`config.mk`:
```
export PLATFORM = sky130hd
export DESIGN_NAME = scs_clock_switch
export DESIGN_NICKNAME = d
export VERILOG_FILES = /design/src/rtl/scs_pkg.sv /design/src/rtl/scs_clock_switch.sv
export SDC_FILE = /design/constraint.sdc
export NUM_CORES = 1
export LEC_CHECK = 0
export BUFFER_PORTS_ARGS = -buffer_cell sky130_fd_sc_hd__buf_2
export CORE_ASPECT_RATIO = 1.5
export CORE_MARGIN = 2
export CORE_UTILIZATION = 48
export DETAILED_ROUTE_END_ITERATION = 8
export PLACE_DENSITY = 0.82
export SYNTH_ARGS = -nofsm -noshare
export SYNTH_HDL_FRONTEND = slang
export SYNTH_SLANG_ARGS = --single-unit
```
`constraint.sdc`:
```
create_clock -name aclk -period 1.6 [get_ports aclk]
set_input_delay 0.24 -clock aclk [delete_from_list [all_inputs] [get_ports aclk]]
set_output_delay 0.24 -clock aclk [all_outputs]
set_load 0.02 [all_outputs]
```
`src/rtl/scs_pkg.sv`:
```
// Purpose: constants and types for the system clock source switch
// Assumes: one 250 MHz bus clock, axi4-lite register access
// Notes:   source clocks arrive as sampled levels, not as clock ports
package scs_pkg;

    // ----------------------------------------------------------------
    // register map
    // ----------------------------------------------------------------
    localparam logic [3:0] ADDR_OSC_CONTROL  = 4'h0;
    localparam logic [3:0] ADDR_TUNING       = 4'h4;
    localparam logic [3:0] ADDR_TIMER_CTRL   = 4'h8;
    localparam logic [3:0] ADDR_STATUS       = 4'hC;

    // osc_control_reg fields
    localparam int IDLE_BIT   = 7;
    localparam int FREQ_LSB   = 4;
    localparam int STARTUP_TIMEOUT_STATUS_BIT   = 3;
    localparam int STABLE_BIT = 2;
    localparam int SEL_LSB    = 0;
    // internal_osc_tuning fields
    localparam int LFSRC_BIT  = 7;
    localparam int MULT_BIT   = 6;
    // timer_osc_control_reg fields
    localparam int T_RUN_BIT  = 6;
    localparam int T_EN_BIT   = 3;

    // reset values
    localparam logic [2:0] FREQ_RESET   = 3'h4;
    localparam logic [1:0] SEL_RESET    = 2'h0;
    localparam logic [7:0] TUNING_RESET = 8'h00;

    // clock select encodings
    localparam logic [1:0] SEL_INTERNAL  = 2'h3;
    localparam logic [1:0] SEL_PRIMARY   = 2'h2;
    localparam logic [1:0] SEL_SECONDARY = 2'h1;

    // switch pause: old-source and new-source edges
    localparam logic [2:0] OLD_EDGES = 3'h2;
    localparam logic [2:0] NEW_EDGES = 3'h3;
    // 8 MHz fast rc divided by 256 for the low-frequency clock
    localparam logic [7:0] LF_DIV_MAX = 8'hFF;

    typedef enum logic [1:0] {
        SRC_PRIMARY   = 2'h0,
        SRC_SECONDARY = 2'h1,
        SRC_FAST_RC   = 2'h2,
        SRC_SLOW_RC   = 2'h3
    } scs_src_t;

    typedef struct packed {
        logic [3:0]  addr;
        logic [31:0] data;
    } scs_wreq_t;

endpackage : scs_pkg
```
`src/rtl/scs_clock_switch.sv`:
```
// Purpose: selects the system clock source and switches it glitch-free
// Assumes: source clocks are slow levels sampled on aclk
// Notes:   clk_out is the gated, muxed system clock as a level
//
// Implementation choices: the register offsets and the AXI4-Lite slave port.
`timescale 1ns/1ns

// What this block does
// RULE1: frequency select write retunes internal clock at once while it runs
// RULE2: clock select write starts a source switch at once
// RULE3: low-freq bit 1 divides fast rc by 256, else slow rc
// RULE4: multiplier enable exists only in multiplied modes, else reads 0
// RULE5: trim field is signed offset, zero is centre
// RULE6: two-bit select picks primary, secondary or internal after a pause
// RULE7: startup status set for primary, timer running for secondary
// RULE8: idle enable decides idle or sleep on the sleep instruction
// RULE9: secondary select on sleep ignored unless timer osc enabled
// RULE10: software should have timer osc stable before sleeping
// RULE11: clock select cleared to 00 on every reset
// RULE12: select 00 means primary if config bit 1, else internal
// RULE13: internal default runs fast rc at 1 MHz setting
// RULE14: power-up clocks from slow rc until configuration is loaded
// RULE15: switch pauses two old edges plus three to four new edges
// RULE16: select 11 internal, 10 primary, 01 secondary
// RULE17: frequency select 111 is 8 MHz, 100 is 1 MHz, 000 is 31 kHz
// RULE18: old clock held until new source stable, no runt pulse
module scs_clock_switch #(
    parameter int TRIM_W = 6
) (
    input  wire logic        aclk,
    input  wire logic        aresetn,
    input  wire logic [3:0]  s_axi_awaddr,
    input  wire logic        s_axi_awvalid,
    output logic             s_axi_awready,
    input  wire logic [31:0] s_axi_wdata,
    input  wire logic [3:0]  s_axi_wstrb,
    input  wire logic        s_axi_wvalid,
    output logic             s_axi_wready,
    output logic [1:0]       s_axi_bresp,
    output logic             s_axi_bvalid,
    input  wire logic        s_axi_bready,
    input  wire logic [3:0]  s_axi_araddr,
    input  wire logic        s_axi_arvalid,
    output logic             s_axi_arready,
    output logic [31:0]      s_axi_rdata,
    output logic [1:0]       s_axi_rresp,
    output logic             s_axi_rvalid,
    input  wire logic        s_axi_rready,
    input  wire logic        config_loaded,
    input  wire logic        default_source_config,
    input  wire logic        multiplied_mode,
    input  wire logic        sleep_exec,
    input  wire logic        primary_clk,
    input  wire logic        primary_ready,
    input  wire logic        timer_osc_clk,
    input  wire logic        timer_osc_ready,
    input  wire logic        fast_rc_clk,
    input  wire logic        fast_rc_stable,
    input  wire logic        slow_rc_clk,
    output logic             clk_out,
    output logic [1:0]       active_src,
    output logic             switching,
    output logic             sleep_req,
    output logic             idle_req,
    output logic [2:0]       fast_rc_postscale,
    output logic [TRIM_W-1:0] fast_rc_trim,
    output logic             multiplier_on
);

    // ----------------------------------------------------------------
    // pin synchronisers: three stages, change taken when 2 and 3 agree
    // ----------------------------------------------------------------
    localparam int NP = 8;
    logic [NP-1:0] pin_in;
    logic [NP-1:0] s1_q, s2_q, s3_q, pin_q;
    assign pin_in = {primary_clk, primary_ready, timer_osc_clk,
                     timer_osc_ready, fast_rc_clk, fast_rc_stable,
                     slow_rc_clk, 1'b0};
    always_ff @(posedge aclk) begin
        if (!aresetn) begin
            s1_q  <= '0;
            s2_q  <= '0;
            s3_q  <= '0;
            pin_q <= '0;
        end else begin
            s1_q <= pin_in;
            s2_q <= s1_q;
            s3_q <= s2_q;
            pin_q <= (s2_q & s3_q) | (pin_q & (s2_q | s3_q));
        end
    end
    wire p_clk   = pin_q[7];
    wire p_rdy   = pin_q[6];
    wire t_clk   = pin_q[5];
    wire t_rdy   = pin_q[4];
    wire f_clk   = pin_q[3];
    wire f_stab  = pin_q[2];
    wire s_clk   = pin_q[1];

    // ----------------------------------------------------------------
    // registers
    // ----------------------------------------------------------------
    logic             idle_en_q;
    logic [2:0]       freq_sel_q;
    logic [1:0]       sel_q;
    logic             lf_src_q, mult_q, t_osc_en_q;
    logic [TRIM_W-1:0] trim_q;
    logic             cfg_done_q, def_cfg_q, mult_mode_q;

    // ----------------------------------------------------------------
    // axi4-lite slave
    // ----------------------------------------------------------------
    logic       aw_hold_q, w_hold_q;
    logic [3:0] aw_q;
    logic [31:0] wd_q;
    logic [3:0] ws_q;
    wire aw_take = s_axi_awvalid & s_axi_awready;
    wire w_take  = s_axi_wvalid & s_axi_wready;
    wire have_aw = aw_hold_q | aw_take;
    wire have_w  = w_hold_q | w_take;
    wire do_wr   = have_aw & have_w & ~s_axi_bvalid;
    wire [3:0] wa  = aw_hold_q ? aw_q : s_axi_awaddr;
    wire [31:0] wd = w_hold_q ? wd_q : s_axi_wdata;
    wire [3:0] wsb = w_hold_q ? ws_q : s_axi_wstrb;
    wire wr_ok = (wa == scs_pkg::ADDR_OSC_CONTROL) |
                 (wa == scs_pkg::ADDR_TUNING) |
                 (wa == scs_pkg::ADDR_TIMER_CTRL) |
                 (wa == scs_pkg::ADDR_STATUS);
    wire wr_byte0 = do_wr & wsb[0];
    wire wr_osc  = wr_byte0 & (wa == scs_pkg::ADDR_OSC_CONTROL);
    wire wr_tune = wr_byte0 & (wa == scs_pkg::ADDR_TUNING);
    wire wr_tmr  = wr_byte0 & (wa == scs_pkg::ADDR_TIMER_CTRL);

    always_ff @(posedge aclk) begin
        if (!aresetn) begin
            aw_hold_q     <= 1'b0;
            w_hold_q      <= 1'b0;
            aw_q          <= '0;
            wd_q          <= '0;
            ws_q          <= '0;
            s_axi_awready <= 1'b0;
            s_axi_wready  <= 1'b0;
            s_axi_bvalid  <= 1'b0;
            s_axi_bresp   <= 2'h0;
        end else begin
            if (aw_take) aw_q <= s_axi_awaddr;
            if (w_take) begin
                wd_q <= s_axi_wdata;
                ws_q <= s_axi_wstrb;
            end
            aw_hold_q <= have_aw & ~do_wr;
            w_hold_q  <= have_w & ~do_wr;
            s_axi_awready <= ~have_aw & ~s_axi_awready;
            s_axi_wready  <= ~have_w & ~s_axi_wready;
            if (do_wr) begin
                s_axi_bvalid <= 1'b1;
                s_axi_bresp  <= wr_ok ? 2'h0 : 2'h2;
            end else if (s_axi_bready) begin
                s_axi_bvalid <= 1'b0;
            end
        end
    end

    // read path: status bits are live state
    logic [1:0] src_q;
    logic       startup_timeout_status_q, trun_q;
    wire [7:0] osc_rd = {idle_en_q, freq_sel_q, startup_timeout_status_q, f_stab, sel_q};
    wire [7:0] tune_rd = {lf_src_q, mult_q & mult_mode_q, // see RULE4
                          6'(trim_q)};
    wire [7:0] tmr_rd = {1'b0, trun_q, 2'h0, t_osc_en_q, 3'h0};
    wire [7:0] st_rd  = {5'h0, switching, src_q};
    wire [7:0] rd_mux =
        (s_axi_araddr == scs_pkg::ADDR_OSC_CONTROL) ? osc_rd :
        (s_axi_araddr == scs_pkg::ADDR_TUNING)      ? tune_rd :
        (s_axi_araddr == scs_pkg::ADDR_TIMER_CTRL)  ? tmr_rd : st_rd;
    wire rd_ok = (s_axi_araddr[1:0] == 2'h0);
    wire ar_take = s_axi_arvalid & s_axi_arready;
    always_ff @(posedge aclk) begin
        if (!aresetn) begin
            s_axi_arready <= 1'b0;
            s_axi_rvalid  <= 1'b0;
            s_axi_rdata   <= '0;
            s_axi_rresp   <= 2'h0;
        end else begin
            s_axi_arready <= ~s_axi_rvalid & ~s_axi_arready & s_axi_arvalid;
            if (ar_take) begin
                s_axi_rvalid <= 1'b1;
                s_axi_rdata  <= rd_ok ? {24'h0, rd_mux} : 32'h0;
                s_axi_rresp  <= rd_ok ? 2'h0 : 2'h2;
            end else if (s_axi_rready) begin
                s_axi_rvalid <= 1'b0;
            end
        end
    end

    // ----------------------------------------------------------------
    // control registers
    // ----------------------------------------------------------------
    always_ff @(posedge aclk) begin
        if (!aresetn) begin
            idle_en_q  <= 1'b0;
            freq_sel_q <= scs_pkg::FREQ_RESET;        // see RULE13
            sel_q      <= scs_pkg::SEL_RESET;         // see RULE11
            lf_src_q   <= 1'b0;
            mult_q     <= 1'b0;
            trim_q     <= '0;
            t_osc_en_q <= 1'b0;
            cfg_done_q <= 1'b0;
            def_cfg_q  <= 1'b0;
            mult_mode_q <= 1'b0;
        end else begin
            if (!cfg_done_q && config_loaded) begin  // see RULE14
                cfg_done_q  <= 1'b1;
                def_cfg_q   <= default_source_config;
                mult_mode_q <= multiplied_mode;
            end
            if (wr_osc) begin
                idle_en_q  <= wd[scs_pkg::IDLE_BIT];
                freq_sel_q <= wd[scs_pkg::FREQ_LSB +: 3];   // see RULE1
                sel_q      <= wd[scs_pkg::SEL_LSB +: 2];    // see RULE2
            end
            if (wr_tune) begin
                lf_src_q <= wd[scs_pkg::LFSRC_BIT];
                mult_q   <= wd[scs_pkg::MULT_BIT] & mult_mode_q; // see RULE4
                trim_q   <= wd[TRIM_W-1:0];                 // see RULE5
            end
            if (wr_tmr) t_osc_en_q <= wd[scs_pkg::T_EN_BIT];
        end
    end

    // ----------------------------------------------------------------
    // source decode
    // ----------------------------------------------------------------
    function automatic logic [1:0] decode_sel(input logic [1:0] s,
                                              input logic d,
                                              input logic lf);
        logic [1:0] low_freq_source_select;
        low_freq_source_select = lf ? scs_pkg::SRC_FAST_RC : scs_pkg::SRC_SLOW_RC;
        unique case (s)                                    // see RULE16
            scs_pkg::SEL_INTERNAL:  decode_sel = scs_pkg::SRC_FAST_RC;
            scs_pkg::SEL_PRIMARY:   decode_sel = scs_pkg::SRC_PRIMARY;
            scs_pkg::SEL_SECONDARY: decode_sel = scs_pkg::SRC_SECONDARY;
            default: decode_sel = d ? scs_pkg::SRC_PRIMARY   // see RULE12
                                    : scs_pkg::SRC_FAST_RC;
        endcase
        if (decode_sel == scs_pkg::SRC_FAST_RC && lf == 1'b0)
            decode_sel = low_freq_source_select;
    endfunction : decode_sel

    // 000 means low-frequency: fast rc /256 or slow rc
    wire lf_sel = (freq_sel_q == 3'h0);
    wire [1:0] want_raw = !cfg_done_q ? scs_pkg::SRC_SLOW_RC  // see RULE14
        : decode_sel(sel_q, def_cfg_q, ~lf_sel | lf_src_q);   // see RULE3
    // secondary on sleep needs the timer oscillator enabled
    wire sec_block = sleep_exec & ~t_osc_en_q &
                     (want_raw == scs_pkg::SRC_SECONDARY);    // see RULE9
    wire [1:0] want = sec_block ? src_q : want_raw;

    // fast rc: divide by 256 for low frequency, postscale otherwise
    logic [7:0] lf_cnt_q;
    logic       f_prev_q, lf_clk_q;
    always_ff @(posedge aclk) begin
        if (!aresetn) begin
            lf_cnt_q <= '0;
            f_prev_q <= 1'b0;
            lf_clk_q <= 1'b0;
        end else begin
            f_prev_q <= f_clk;
            if (f_clk & ~f_prev_q) begin
                lf_cnt_q <= lf_cnt_q + 8'h01;
                // toggle every 128 edges: a full period is 256 edges
                if (lf_cnt_q[6:0] == scs_pkg::LF_DIV_MAX[6:0])
                    lf_clk_q <= ~lf_clk_q;                  // see RULE3
            end
        end
    end
    wire fast_lvl = (lf_sel ? lf_clk_q : f_clk);

    function automatic logic pick(input logic [1:0] s, input logic p,
                                  input logic t, input logic f,
                                  input logic r);
        unique case (s)
            scs_pkg::SRC_PRIMARY:   pick = p;
            scs_pkg::SRC_SECONDARY: pick = t;
            scs_pkg::SRC_FAST_RC:   pick = f;
            default:                pick = r;
        endcase
    endfunction : pick

    // new side follows the latched target, not a select changed mid-switch
    logic [1:0] tgt_q;
    wire new_rdy = pick(tgt_q, p_rdy, t_rdy, f_stab, 1'b1);
    wire old_lvl = pick(src_q, p_clk, t_clk, fast_lvl, s_clk);
    wire new_lvl = pick(tgt_q, p_clk, t_clk, fast_lvl, s_clk);

    // ----------------------------------------------------------------
    // glitch-free switch: old falls twice, then new rises three times
    // ----------------------------------------------------------------
    typedef enum logic [2:0] {
        ST_RUN  = 3'b001,
        ST_OLD  = 3'b010,
        ST_NEW  = 3'b100
    } scs_state_t;
    scs_state_t st_q;
    logic [2:0] edge_q;
    logic       old_prev_q, new_prev_q;
    wire old_fall = old_prev_q & ~old_lvl;
    wire new_rise = ~new_prev_q & new_lvl;

    always_ff @(posedge aclk) begin
        if (!aresetn) begin
            st_q       <= ST_RUN;
            edge_q     <= '0;
            src_q      <= scs_pkg::SRC_SLOW_RC;
            tgt_q      <= scs_pkg::SRC_SLOW_RC;
            old_prev_q <= 1'b0;
            new_prev_q <= 1'b0;
            clk_out    <= 1'b0;
        end else begin
            old_prev_q <= old_lvl;
            new_prev_q <= new_lvl;
            unique case (st_q)
                ST_RUN: begin
                    clk_out <= old_lvl;
                    if (want != src_q) begin             // see RULE2
                        st_q   <= ST_OLD;
                        tgt_q  <= want;
                        edge_q <= '0;
                    end
                end
                ST_OLD: begin
                    if (old_fall) begin                  // see RULE15
                        clk_out <= 1'b0;
                        if (edge_q == scs_pkg::OLD_EDGES - 3'h1) begin
                            st_q   <= ST_NEW;
                            edge_q <= '0;
                        end else begin
                            edge_q <= edge_q + 3'h1;
                        end
                    end else if (edge_q == 3'h0) begin
                        clk_out <= old_lvl;
                    end
                end
                ST_NEW: begin
                    clk_out <= 1'b0;
                    // hold low until new source is stable  see RULE18
                    if (new_rise && new_rdy) begin
                        if (edge_q == scs_pkg::NEW_EDGES - 3'h1) begin
                            st_q  <= ST_RUN;
                            src_q <= tgt_q;              // see RULE6
                        end else begin
                            edge_q <= edge_q + 3'h1;
                        end
                    end
                end
                default: st_q <= ST_RUN;
            endcase
        end
    end

    // ----------------------------------------------------------------
    // status and outputs
    // ----------------------------------------------------------------
    always_ff @(posedge aclk) begin
        if (!aresetn) begin
            startup_timeout_status_q            <= 1'b0;
            trun_q            <= 1'b0;
            active_src        <= scs_pkg::SRC_SLOW_RC;
            switching         <= 1'b0;
            sleep_req         <= 1'b0;
            idle_req          <= 1'b0;
            fast_rc_postscale <= scs_pkg::FREQ_RESET;
            fast_rc_trim      <= '0;
            multiplier_on     <= 1'b0;
        end else begin
            // only one of the two is ever set  see RULE7
            startup_timeout_status_q <= (src_q == scs_pkg::SRC_PRIMARY) & p_rdy;
            trun_q <= (src_q == scs_pkg::SRC_SECONDARY);
            active_src <= src_q;
            switching  <= (st_q != ST_RUN);
            sleep_req  <= sleep_exec & ~idle_en_q;        // see RULE8
            idle_req   <= sleep_exec & idle_en_q;         // see RULE8
            fast_rc_postscale <= freq_sel_q;              // see RULE17
            fast_rc_trim  <= trim_q;                      // see RULE5
            multiplier_on <= mult_q & mult_mode_q;        // see RULE4
        end
    end

    // ----------------------------------------------------------------
    // assertions
    // ----------------------------------------------------------------
    a_status_exclusive: assert property ( // see RULE7
        @(posedge aclk) disable iff (!aresetn) !(startup_timeout_status_q && trun_q))
        else $error("startup and timer running both set");
    a_reset_select: assert property ( // see RULE11
        @(posedge aclk) !aresetn |=> (sel_q == 2'h0))
        else $error("clock select not cleared by reset");
    a_mult_reads_zero: assert property ( // see RULE4
        @(posedge aclk) disable iff (!aresetn)
        !mult_mode_q |-> !multiplier_on)
        else $error("multiplier on outside multiplied mode");
    a_switch_starts: assert property ( // see RULE2
        @(posedge aclk) disable iff (!aresetn)
        (st_q == ST_RUN && want != src_q) |=> (st_q == ST_OLD))
        else $error("switch did not start at once");
    a_new_held_low: assert property ( // see RULE18
        @(posedge aclk) disable iff (!aresetn)
        (st_q == ST_NEW) |=> !clk_out)
        else $error("clock not held low while waiting new source");
    a_slow_before_cfg: assert property ( // see RULE14
        @(posedge aclk) disable iff (!aresetn)
        !cfg_done_q |-> (want == scs_pkg::SRC_SLOW_RC))
        else $error("not on slow rc before configuration");
    a_freq_follows: assert property ( // see RULE1
        @(posedge aclk) disable iff (!aresetn)
        wr_osc |=> ##1 (fast_rc_postscale == $past(wd[6:4], 2)))
        else $error("frequency select not applied");
    a_sleep_idle: assert property ( // see RULE8
        @(posedge aclk) disable iff (!aresetn)
        sleep_exec |=> (idle_req == $past(idle_en_q))
                       && (sleep_req != idle_req))
        else $error("sleep versus idle decision wrong");

endmodule : scs_clock_switch

```
# [Word-level counts from Yosys, hierarchy flattened]
# Index checks and enable logic that the tools add are counted.
[word_totals] word_cells=187 in_bits=62 regBits=146
[classes] addsub=2 n_bitwise=51 n_reduce_logical=20 eq_ne=29 mux=38
[op_table] operator="2-to-1 mux 8 bit" n=4
[op_table] operator="2-to-1 mux 3 bit" n=10
[op_table] operator="AND 1 bit" n=25
[op_table] operator="case mux 3 bit (3 select lines)" n=2
[op_table] operator="AND 8 bit" n=2
[op_table] operator="NOT 1 bit" n=16
[op_table] operator="bitwise OR 8 bit" n=2
[op_table] operator="== test 4 bit, second input constant" n=3
[op_table] operator="2-to-1 mux 2 bit" n=6
[op_table] operator="!= test 2 bit, second input constant" n=6
[op_table] operator="case mux 1 bit (3 select lines)" n=4
[op_table] operator="== test 2 bit, second input constant" n=5
[op_table] operator="AND reduction 5 bit" n=2
[op_table] operator="2-to-1 mux 1 bit" n=9
[op_table] operator="adder 8 x 1 -> 8 bit, second input constant" n=1
[op_table] operator="== test 2 x 1 -> 1 bit, second input constant" n=4
[op_table] operator="== test 4 x 3 -> 1 bit, second input constant" n=2
[op_table] operator="zero test 4 bit" n=2
[op_table] operator="== test 7 bit, second input constant" n=1
[op_table] operator="2-to-1 mux 7 bit" n=1
[op_table] operator="== test 3 x 1 -> 1 bit, second input constant" n=2
[op_table] operator="== test 3 x 2 -> 1 bit, second input constant" n=2
[op_table] operator="zero test 2 bit" n=3
[op_table] operator="zero test 3 bit" n=2
[op_table] operator="other kinds (14)" n=24

# [Depth between registers and ports, before layout]
# Gate-level depths: netlist of run 1.
[logic_depth] depth_word=13 ltp_mapped=8 depth_no_buf=8

# [Worst setup path before layout of run 1]
# Ideal clock, no wire load.
[synth_path] path_kind="flip-flop to flip-flop" from="register s_axi_wready" to="register freq_sel_q[2]" required_time_ns=1.473 synth_period_minus_slack_ns=1.862 path_slack_ns=-0.262 stages_incl_launch_ff=7 n_path_buf=0 arrival_time_ns=1.735 setup_time_ns=0.127 cell_sequence="dfxtp_1 and2_1 nand3b_1 a2111o_1 nor2_4 mux2i_1 nand2_1"
[synth_via] elab_chain_len=6
[synth_rtl] item="start, declared" line_no="scs_clock_switch.sv:38" text="output logic s_axi_wready,"
[synth_rtl] item="start signal, assigned" line_no="scs_clock_switch.sv:154" text="s_axi_wready <= ~have_w & ~s_axi_wready;"
[synth_rtl] item="AND 1 bit" line_no="scs_clock_switch.sv:118" text="wire w_take = s_axi_wvalid & s_axi_wready;"
[synth_rtl] item="bitwise OR 1 bit" line_no="scs_clock_switch.sv:120" text="wire have_w = w_hold_q | w_take;"
[synth_rtl] item="AND 1 bit (2 in series)" line_no="scs_clock_switch.sv:121" text="wire do_wr = have_aw & have_w & ~s_axi_bvalid;"
[synth_rtl] item="AND 1 bit" line_no="scs_clock_switch.sv:129" text="wire wr_byte0 = do_wr & wsb[0];"
[synth_rtl] item="AND 1 bit" line_no="scs_clock_switch.sv:130" text="wire wr_osc = wr_byte0 & (wa == scs_pkg::ADDR_OSC_CONTROL);"
[synth_rtl] item="end signal, assigned" line_no="scs_clock_switch.sv:202" text="freq_sel_q <= scs_pkg::FREQ_RESET;"
[synth_rtl] item="end signal, assigned" line_no="scs_clock_switch.sv:219" text="freq_sel_q <= wd[scs_pkg::FREQ_LSB +: 3];"
[synth_rtl] item="end, declared" line_no="scs_clock_switch.sv:104" text="logic [2:0] freq_sel_q;"
# No other way between the ends.
# A chain may end at the register's enable or synchronous reset.

# [Worst setup path after layout of run 1]
[layout_path] from="register freq_sel_q[2]" to="register tgt_q[1]"
[layout_via] elab_chain_len=12
[layout_rtl] item="zero test 3 bit *" line_no="scs_clock_switch.sv:251" text="wire lf_sel = (freq_sel_q == 3'h0);"
[layout_rtl] item="NOT 1 bit *" line_no="scs_clock_switch.sv:253" text=": decode_sel(sel_q, def_cfg_q, ~lf_sel | lf_src_q);"
[layout_rtl] item="bitwise OR 1 bit *" line_no="scs_clock_switch.sv:253"
[layout_rtl] item="NOT 1 bit" line_no="scs_clock_switch.sv:246" text="if (decode_sel == scs_pkg::SRC_FAST_RC && lf == 1'b0)"
[layout_rtl] item="logical AND 1 bit" line_no="scs_clock_switch.sv:246"
[layout_rtl] item="2-to-1 mux 2 bit *" line_no="scs_clock_switch.sv:246"
[layout_rtl] item="2-to-1 mux 2 bit *" line_no="scs_clock_switch.sv:252" text="wire [1:0] want_raw = !cfg_done_q ? scs_pkg::SRC_SLOW_RC"
[layout_rtl] item="== test 2 x 1 -> 1 bit" line_no="scs_clock_switch.sv:256" text="(want_raw == scs_pkg::SRC_SECONDARY);"
[layout_rtl] item="AND 1 bit" line_no="scs_clock_switch.sv:255" text="wire sec_block = sleep_exec & ~t_osc_en_q &"
[layout_rtl] item="2-to-1 mux 2 bit *" line_no="scs_clock_switch.sv:257" text="wire [1:0] want = sec_block ? src_q : want_raw;"
[layout_rtl] item="!= test 2 bit" line_no="scs_clock_switch.sv:325" text="if (want != src_q) begin"
[layout_rtl] item="AND reduction 2 bit (no line)"
[layout_rtl] item="end signal, assigned" line_no="scs_clock_switch.sv:315" text="tgt_q <= scs_pkg::SRC_SLOW_RC;"
[layout_rtl] item="end signal, assigned" line_no="scs_clock_switch.sv:327" text="tgt_q <= want;"
[layout_rtl] item="end, declared" line_no="scs_clock_switch.sv:291" text="logic [1:0] tgt_q;"
# Mark *: on every way between the ends. The rest lies on a longest branch, timed or not.

==> out/metrics.csv, run 1 <==
metric;value;unit
core-area;10020;um^2
rsz0062_at_grt;yes;
synth.distinct_cells;59;
cts_made_buffers;17;
leakagePower;2.673;nW
clock-root-buffer;clkbuf_16;
synth_edf_count;0;
final-max-slew-violation-count;0;
yosys.area.top_type;dfxtp_1;
seq_area;2327;um^2
synth_top_area_share;47.01;%
via_count;4304;
synth_seq_cells;115;
hold_path.class;input pin to flop;
yosysWarnings;0;
power.switching;1.884;mW
place_hpwl;8.598;mm
synthCells;541;
initial_core_util;48.86;%
timing_hold_violations_final;0;
crit_end;tgt_q[1];
crit_chain;o41ai_4 -> buf_4 -> o2bb2ai_1 -> mux2i_2 -> a31oi_2 -> and2_1 -> o21ai_1;
end_kind;flop;
worst_pin_slew;0.6242;ns
yosys-top-cells-area;dfxtp_1, mux2i_1, a21oi_1;
cp-startpoint;freq_sel_q[2];
htree_levels;4;
arrival;2.18;ns
cts.sinks;115;
fin_hold_ws;0.02724;ns
syn_to_final_growth;30.45;%
postRouteAntennaNets;0;
fin_area;6389;um^2
power_frac_comb;10.3;%
rrSetupSlack;-0.27;ns
max_cap_viol_count;0;
drt_iter0_drc;257;
worstPathRequired;1.91;ns
multi_input_area;2482;um^2
critical_path_class;flop to flop;
max_slew_margin;58.19;%
port_buffers;65;
cp-start-kind;flop;
crit_cells;7;
fin_ws;-0.2714;ns
cts_tree;yes;
p_int;5.647;mW
vias_per_cell;5.448;
synth.avg_cell_area;9.052;um^2
crit_path_max_incr_delay;0.44;ns
grt_pass1_vias;4394;
wl_per_cell;16.46;um
worst_ir_drop_vdd;0.7926;mV
seq_power_share;40.2;%
ys_seq_area_share;47.01;%
skew;0.01290;ns
critPathTopFamily;compound AO/OA/AOI/OAI gates;
fp-row-count;45;
antenna_cells;0;
timing.final.crit_share;117.0;%
reg2regPathDepth;7;
die_h;127.7;um
routed_wl;13.00;mm
grt_max_degree;50;
p_per_area;1179;nW/um^2
status;finished, violations left;
grt_use_total;23.60;%
setup_violations;26;
r2r-end;tgt_q[1];
first_pass_iters;4;
p_clk_share;49.4;%
gp_congestion;0.8903;
finalCriticalPeriod;1.871;ns
drive_above_1_share;31.65;%
crit_slowest_cell;o41ai_4;
crit_fanout;6;
switching_share;25.02;%
drc;0;
clockBufferDepth;2;
layout.nets;727;
violations;setup timing;
io_pins;119;
grt_overflow_total;0;
clock_latency;0.42;ns
dieArea;11040;um^2
async_reset_ff_share;0;%
nFillCells;746;
antenna_found_initial;0;
placed_area;5594;um^2
fmax;534.4;MHz
netlist_area;4897;um^2
clk_pin_slew;0.06;ns
crit_buf_inv;1;
grt_pass1_wl;20.14;mm
r2r-start;freq_sel_q[2];
die_w;86.47;um
holdBufCountCts;0;
synth-main-ff-cell;dfxtp_1;
what timing repair did:
action | in CTS | in global routing
resized for setup | 9 | 26
pin swaps | 4 | 11
setup buffers | 4 | 6
endpoints found under the setup margin | 26 | 28
gates cloned | 1 | 0
cell usage in the layout, fill, tap and decap left out, types with 9 or more instances in the layout:
cell type	Yosys	final
conb_1	1	26
nand2_1	55	54
inv_1	14	13
o21ai_0	17	17
a21oi_1	43	40
buf_2	3	65
buf_4	27	52
mux2i_1	22	22
dfxtp_1	115	105
nand2b_1	9	9
nor2_1	56	53
and2_1	34	33
mux2_2	10	10
clkbuf_16	0	17
nor3_1	21	16
worst register-to-register path: cells and delay by family (launching register included):
kind                   cells  cell delay (ns)
AO/OA/AOI/OAI              4             0.90
buffers and inverters      1             0.18
flip-flops                 1             0.37
multiplexers               1             0.11
AND/OR/NAND/NOR            1             0.19
registers in the layout (all words and copies together) (netlist names), 2 cells and up:
signal	cells
aw_q	4
st_q	3
s1_q	7
pin_q	7
s2_q	7
sel_q	2
wd_q	8
s_axi_rdata	8
freq_sel_q	3
fast_rc_postscale	3
lf_cnt_q	7
fast_rc_trim	6
trim_q	6
active_src	2
tgt_q	2
edge_q	3
src_q	2
s3_q	7
power groups by stage:
stage	registers (mW)	logic, mW	clock network [mW]
after floorplan	3.10	0.494	0
after global placement	3.08	0.689	0
after detailed placement	3.09	0.715	0
after CTS	3.03	0.744	3.74
after global routing	3.04	0.847	3.88
final	3.03	0.779	3.72
worst min path at each step:
stage	start	endpoint	cells after the start
3_3_place_gp	s1_q[1]	s2_q[1]	1
6_report	fast_rc_clk	s1_q[3]	2
2_1_floorplan	sleep_exec	sleep_req	2
4_1_cts	fast_rc_clk	s1_q[3]	2
5_1_grt	primary_ready	s1_q[6]	2
3_5_place_dp	s1_q[5]	s2_q[5]	1
through the flow:
step           instances  setup slack (ns)  utilization [%]  TNS (ns)  power, mW
3_3_place_gp         747           -0.1595            55.82    -2.624      3.769
6_report             790           -0.2714            63.75    -4.693      7.532
4_1_cts              784           -0.2311            62.41    -3.181      7.508
3_5_place_dp         747           -0.1985            55.82    -3.486      3.800
2_1_floorplan        566          -0.07470                -   -0.7665      3.592
5_1_grt              790           -0.3556            63.75    -6.728      7.761
cell usage after synthesis (5+ instances only):
| cell type | n |
|---|---|
| nand2_1 | 55 |
| dfxtp_1 | 115 |
| nor2b_1 | 7 |
| o21ai_0 | 17 |
| a31oi_1 | 6 |
| clkbuf_1 | 18 |
| mux2i_1 | 22 |
| buf_4 | 27 |
| nor3b_1 | 5 |
| nor3_1 | 21 |
| nor2_1 | 56 |
| nand3_1 | 7 |
| a21oi_1 | 43 |
| or3_1 | 5 |
| ha_1 | 5 |
| mux2_2 | 10 |
| nand2b_1 | 9 |
| inv_1 | 14 |
| and2_1 | 34 |
| a22oi_1 | 5 |
| nand3b_1 | 6 |
per-layer routing:
metal,GRT usage [%],vias to the layer above,wire length (um)
li1,-,2051,-
met1,21.24,2036,4405
met2,44.25,154,7290
met3,5.409,63,478
met4,17.46,0,826
met5,0,-,0
cell families (layout without fill, tap and decap cells):
| group | Yosys count | after routing | share of synthesized area (%) |
|---|---|---|---|
| compound gates | 98 | 98 | 13.29 |
| xor+xnor | 6 | 6 | 1.073 |
| fa+ha+maj | 5 | 5 | 1.277 |
| buf+inv | 63 | 169 | 7.000 |
| flops | 115 | 115 | 47.01 |
| mux | 34 | 34 | 7.384 |
| other cells | 1 | 26 | 0.07657 |
| simple gates | 219 | 220 | 22.89 |
final cells by class:
type                       instances  area share, %
timing repair buffer             123          12.40
inverter                          14         0.8226
tap                              117          2.291
multi-input combinational        389          38.86
clock inverter                    12          2.056
sequential                       115          36.43
clock buffer                      20          7.148
Note: power is estimated with default switching activity, not from simulation.
==> run 2, diff against run 1 <==
Settings changed: ABC_AREA set to 1.
==> out/metrics.csv, run 2 <==
metric;value;unit;change
skew;0.005199;ns;-0.007702 ns
htree_levels;4;;unchanged
status;finished, violations left;;
synthCells;634;;+17%
cp-start-kind;flop;;
final-max-slew-violation-count;0;;unchanged
yosys.area.top_type;dfxtp_1;;
via_count;4466;;+3.8%
clockBufferDepth;2;;unchanged
gp_congestion;0.8480;;-4.8%
fp-row-count;44;;-2.2%
rsz0062_at_grt;yes;;
synth-main-ff-cell;dfxtp_1;;
synthTopCellsByCount;nand2_1, dfxtp_1, inv_1, nor2_1, o21ai_0;;
grt_max_degree;41;;-18%
instances_no_fill;862;;+9.1%
synth.avg_cell_area;7.513;um^2;-17%
die_h;126.0;um;-1.3%
p_per_area;1350;nW/um^2;+14%
r2r-start;sel_q[0];;
worstPathRequired;1.88;ns;-0.03 ns
dieArea;10750;um^2;-2.6%
io_pins;119;;unchanged
timing.final.crit_share;104.4;%;-13 points
grt_overflow_total;0;;unchanged
crit_slowest_cell;dfxtp_2;;
async_reset_ff_share;0;%;unchanged
arrival;1.95;ns;-0.23 ns
cts.sinks;115;;unchanged
r2r-end;tgt_q[1];;
max_cap_viol_count;0;;unchanged
cts_made_buffers;17;;unchanged
place_hpwl;7.317;mm;-15%
vias_per_cell;5.181;;-4.9%
synth_seq_cells;115;;unchanged
end_kind;flop;;
drc;0;;unchanged
routed_wl;11.60;mm;-11%
fin_hold_ws;0.01411;ns;-0.01313 ns
clk_pin_slew;0.05;ns;about the same
leakagePower;2.980;nW;+12%
cpMostUsedCell;nand2_1;;
synth_top_area_share;48.33;%;+1.3 points
postRouteAntennaNets;0;;unchanged
initial_core_util;49.16;%;+0.30 points
clock-root-buffer;clkbuf_16;;
holdPathEnd;s1_q[6];;
layout.nets;801;;+10%
crit_buf_inv;1;;unchanged
tns;-0.06992;ns;+4.623 ns
netlist_area;4763;um^2;-2.7%
final_common_cell;nand2_1;;
cts_tree;yes;;
largestRegisters;s_axi_rdata x8, wd_q x8;;
finalCriticalPeriod;1.670;ns;-0.2015 ns
crit_chain;inv_1 -> nand3b_1 -> nand2_1 -> nand2_1 -> nand2_1 -> nand2_2 -> nand2_1 -> nand2_2 -> nand2_1 -> nand2_2 -> a21oi_2 -> o21ai_1;;
critical_path_class;flop to flop;;
violations;setup timing;;
drt_iter0_drc;412;;+60%
hold_start;primary_ready;;
die_w;85.34;um;-1.3%
wl_per_cell;13.46;um;-18%
final_cell_mix;nand2_1, dfxtp_1, inv_1, buf_2, nor2_1;;
reg2regPathDepth;12;;+5
multi_input_area;2069;um^2;-17%
yosys-top-cells-area;dfxtp_1, nand2_1, inv_1;;
grt_pass1_wl;17.54;mm;-13%
antenna_found_initial;0;;unchanged
whs_path_depth;3;;+1
grt_pass1_vias;4070;;-7.4%
hold_path.class;input pin to flop;;
drive_above_1_share;24.63;%;-7.0 points
crit_fanout;5;;-1
syn_to_final_growth;27.16;%;
first_pass_iters;7;;+3
synth.distinct_cells;39;;-34%
setup_violations;1;;-96%
fmax;598.8;MHz;+12%
rrSetupSlack;-0.07;ns;+0.20 ns
nFillCells;811;;+8.7%
clock_latency;0.41;ns;about the same
dp.cells;818;;+9.5%
timing_hold_violations_final;0;;unchanged
critPathTopFamily;simple AND/OR/NAND/NOR gates;;
core-area;9689;um^2;-3.3%
synth_edf_count;0;;unchanged
antenna_cells;0;;unchanged
fin_ws;-0.06992;ns;+0.2015 ns
yosys.cell_count.top_type;nand2_1;;
seq_area;2318;um^2;-0.38%
crit_path_max_incr_delay;0.34;ns;-0.10 ns
port_buffers;65;;unchanged
grt_use_total;20.50;%;-3.1 points
ys_seq_area_share;48.33;%;+1.3 points
worst_ir_drop_vdd;1.029;mV;+30%
yosysWarnings;0;;unchanged
run 2: routing by layer:
layer  vias to the layer above  global-route usage (%)  part of all wire [%]
met5                         -                       0                     0
met1                      2042                   21.69                    38
met3                        51                   6.356                   6.5
met4                         0                   11.95                   3.7
li1                       2169                       -                     -
met2                       204                   35.29                    52
run 2: cells by family after synthesis:
logic type	Yosys count	synth area share, %
fa+ha+maj	5	1.313
flops	115	48.33
xor+xnor	1	0.1839
buf+inv	135	13.16
simple gates	252	22.35
other cells	1	0.07873
mux	2	0.4203
compound gates	123	14.16
run 2: timing repair:
item | in CTS | in global routing
setup endpoints to repair | 8 | 25
pin swaps | 1 | 22
resized for setup | 4 | 54
setup buffers | 1 | 8
hold buffers | 1 | 0
cloned | 0 | 2
hold endpoints to repair | 1 | 0
run 2: worst max path at each step:
stage             startpoint            end  cells past startpoint
6_report            sel_q[0]       tgt_q[1]                     12
5_1_grt        freq_sel_q[1]       tgt_q[1]                     12
4_1_cts        s_axi_awready      trim_q[2]                     10
3_5_place_dp       aw_hold_q      trim_q[2]                      9
3_3_place_gp       aw_hold_q      trim_q[2]                      9
2_1_floorplan  s_axi_awready  freq_sel_q[0]                     10
run 2: final cells by class:
class                   instances  share of cell area, %
clock buffers                  22                  7.664
clock inverters                10                  2.169
inverters                      90                  5.577
multi-input cells             410                  34.17
flip-flops and latches        115                  38.28
well taps                     115                  2.376
repair buffers                100                  9.771
run 2: where the power goes:
part | total (mW) | internal (mW) | switching [mW]
clock network | 3.78 | 2.51 | 1.26
registers | 3.15 | 3.02 | 0.124
logic | 1.25 | 0.451 | 0.799
run 2: stage by stage:
stage	area [um^2]	setup slack, ns	power [mW]	utilization [%]
after detailed placement	5218	-0.03001	4.177	53.85
after CTS	5839	0.01690	8.012	60.27
after floorplan	4857	0.04094	3.953	-
after global routing	6057	-0.1557	8.493	62.51
final	6057	-0.06992	8.175	62.51
after global placement	5218	0.01107	4.121	53.85
run 2: worst register-to-register path: stages, from the launching register on:
cell      delay (ns)
dfxtp_2         0.34
inv_1           0.10
nand3b_1        0.13
nand2_1         0.09
nand2_1         0.07
nand2_1         0.11
nand2_2         0.08
nand2_1         0.07
nand2_2         0.08
nand2_1         0.08
nand2_2         0.11
a21oi_2         0.19
o21ai_1         0.11
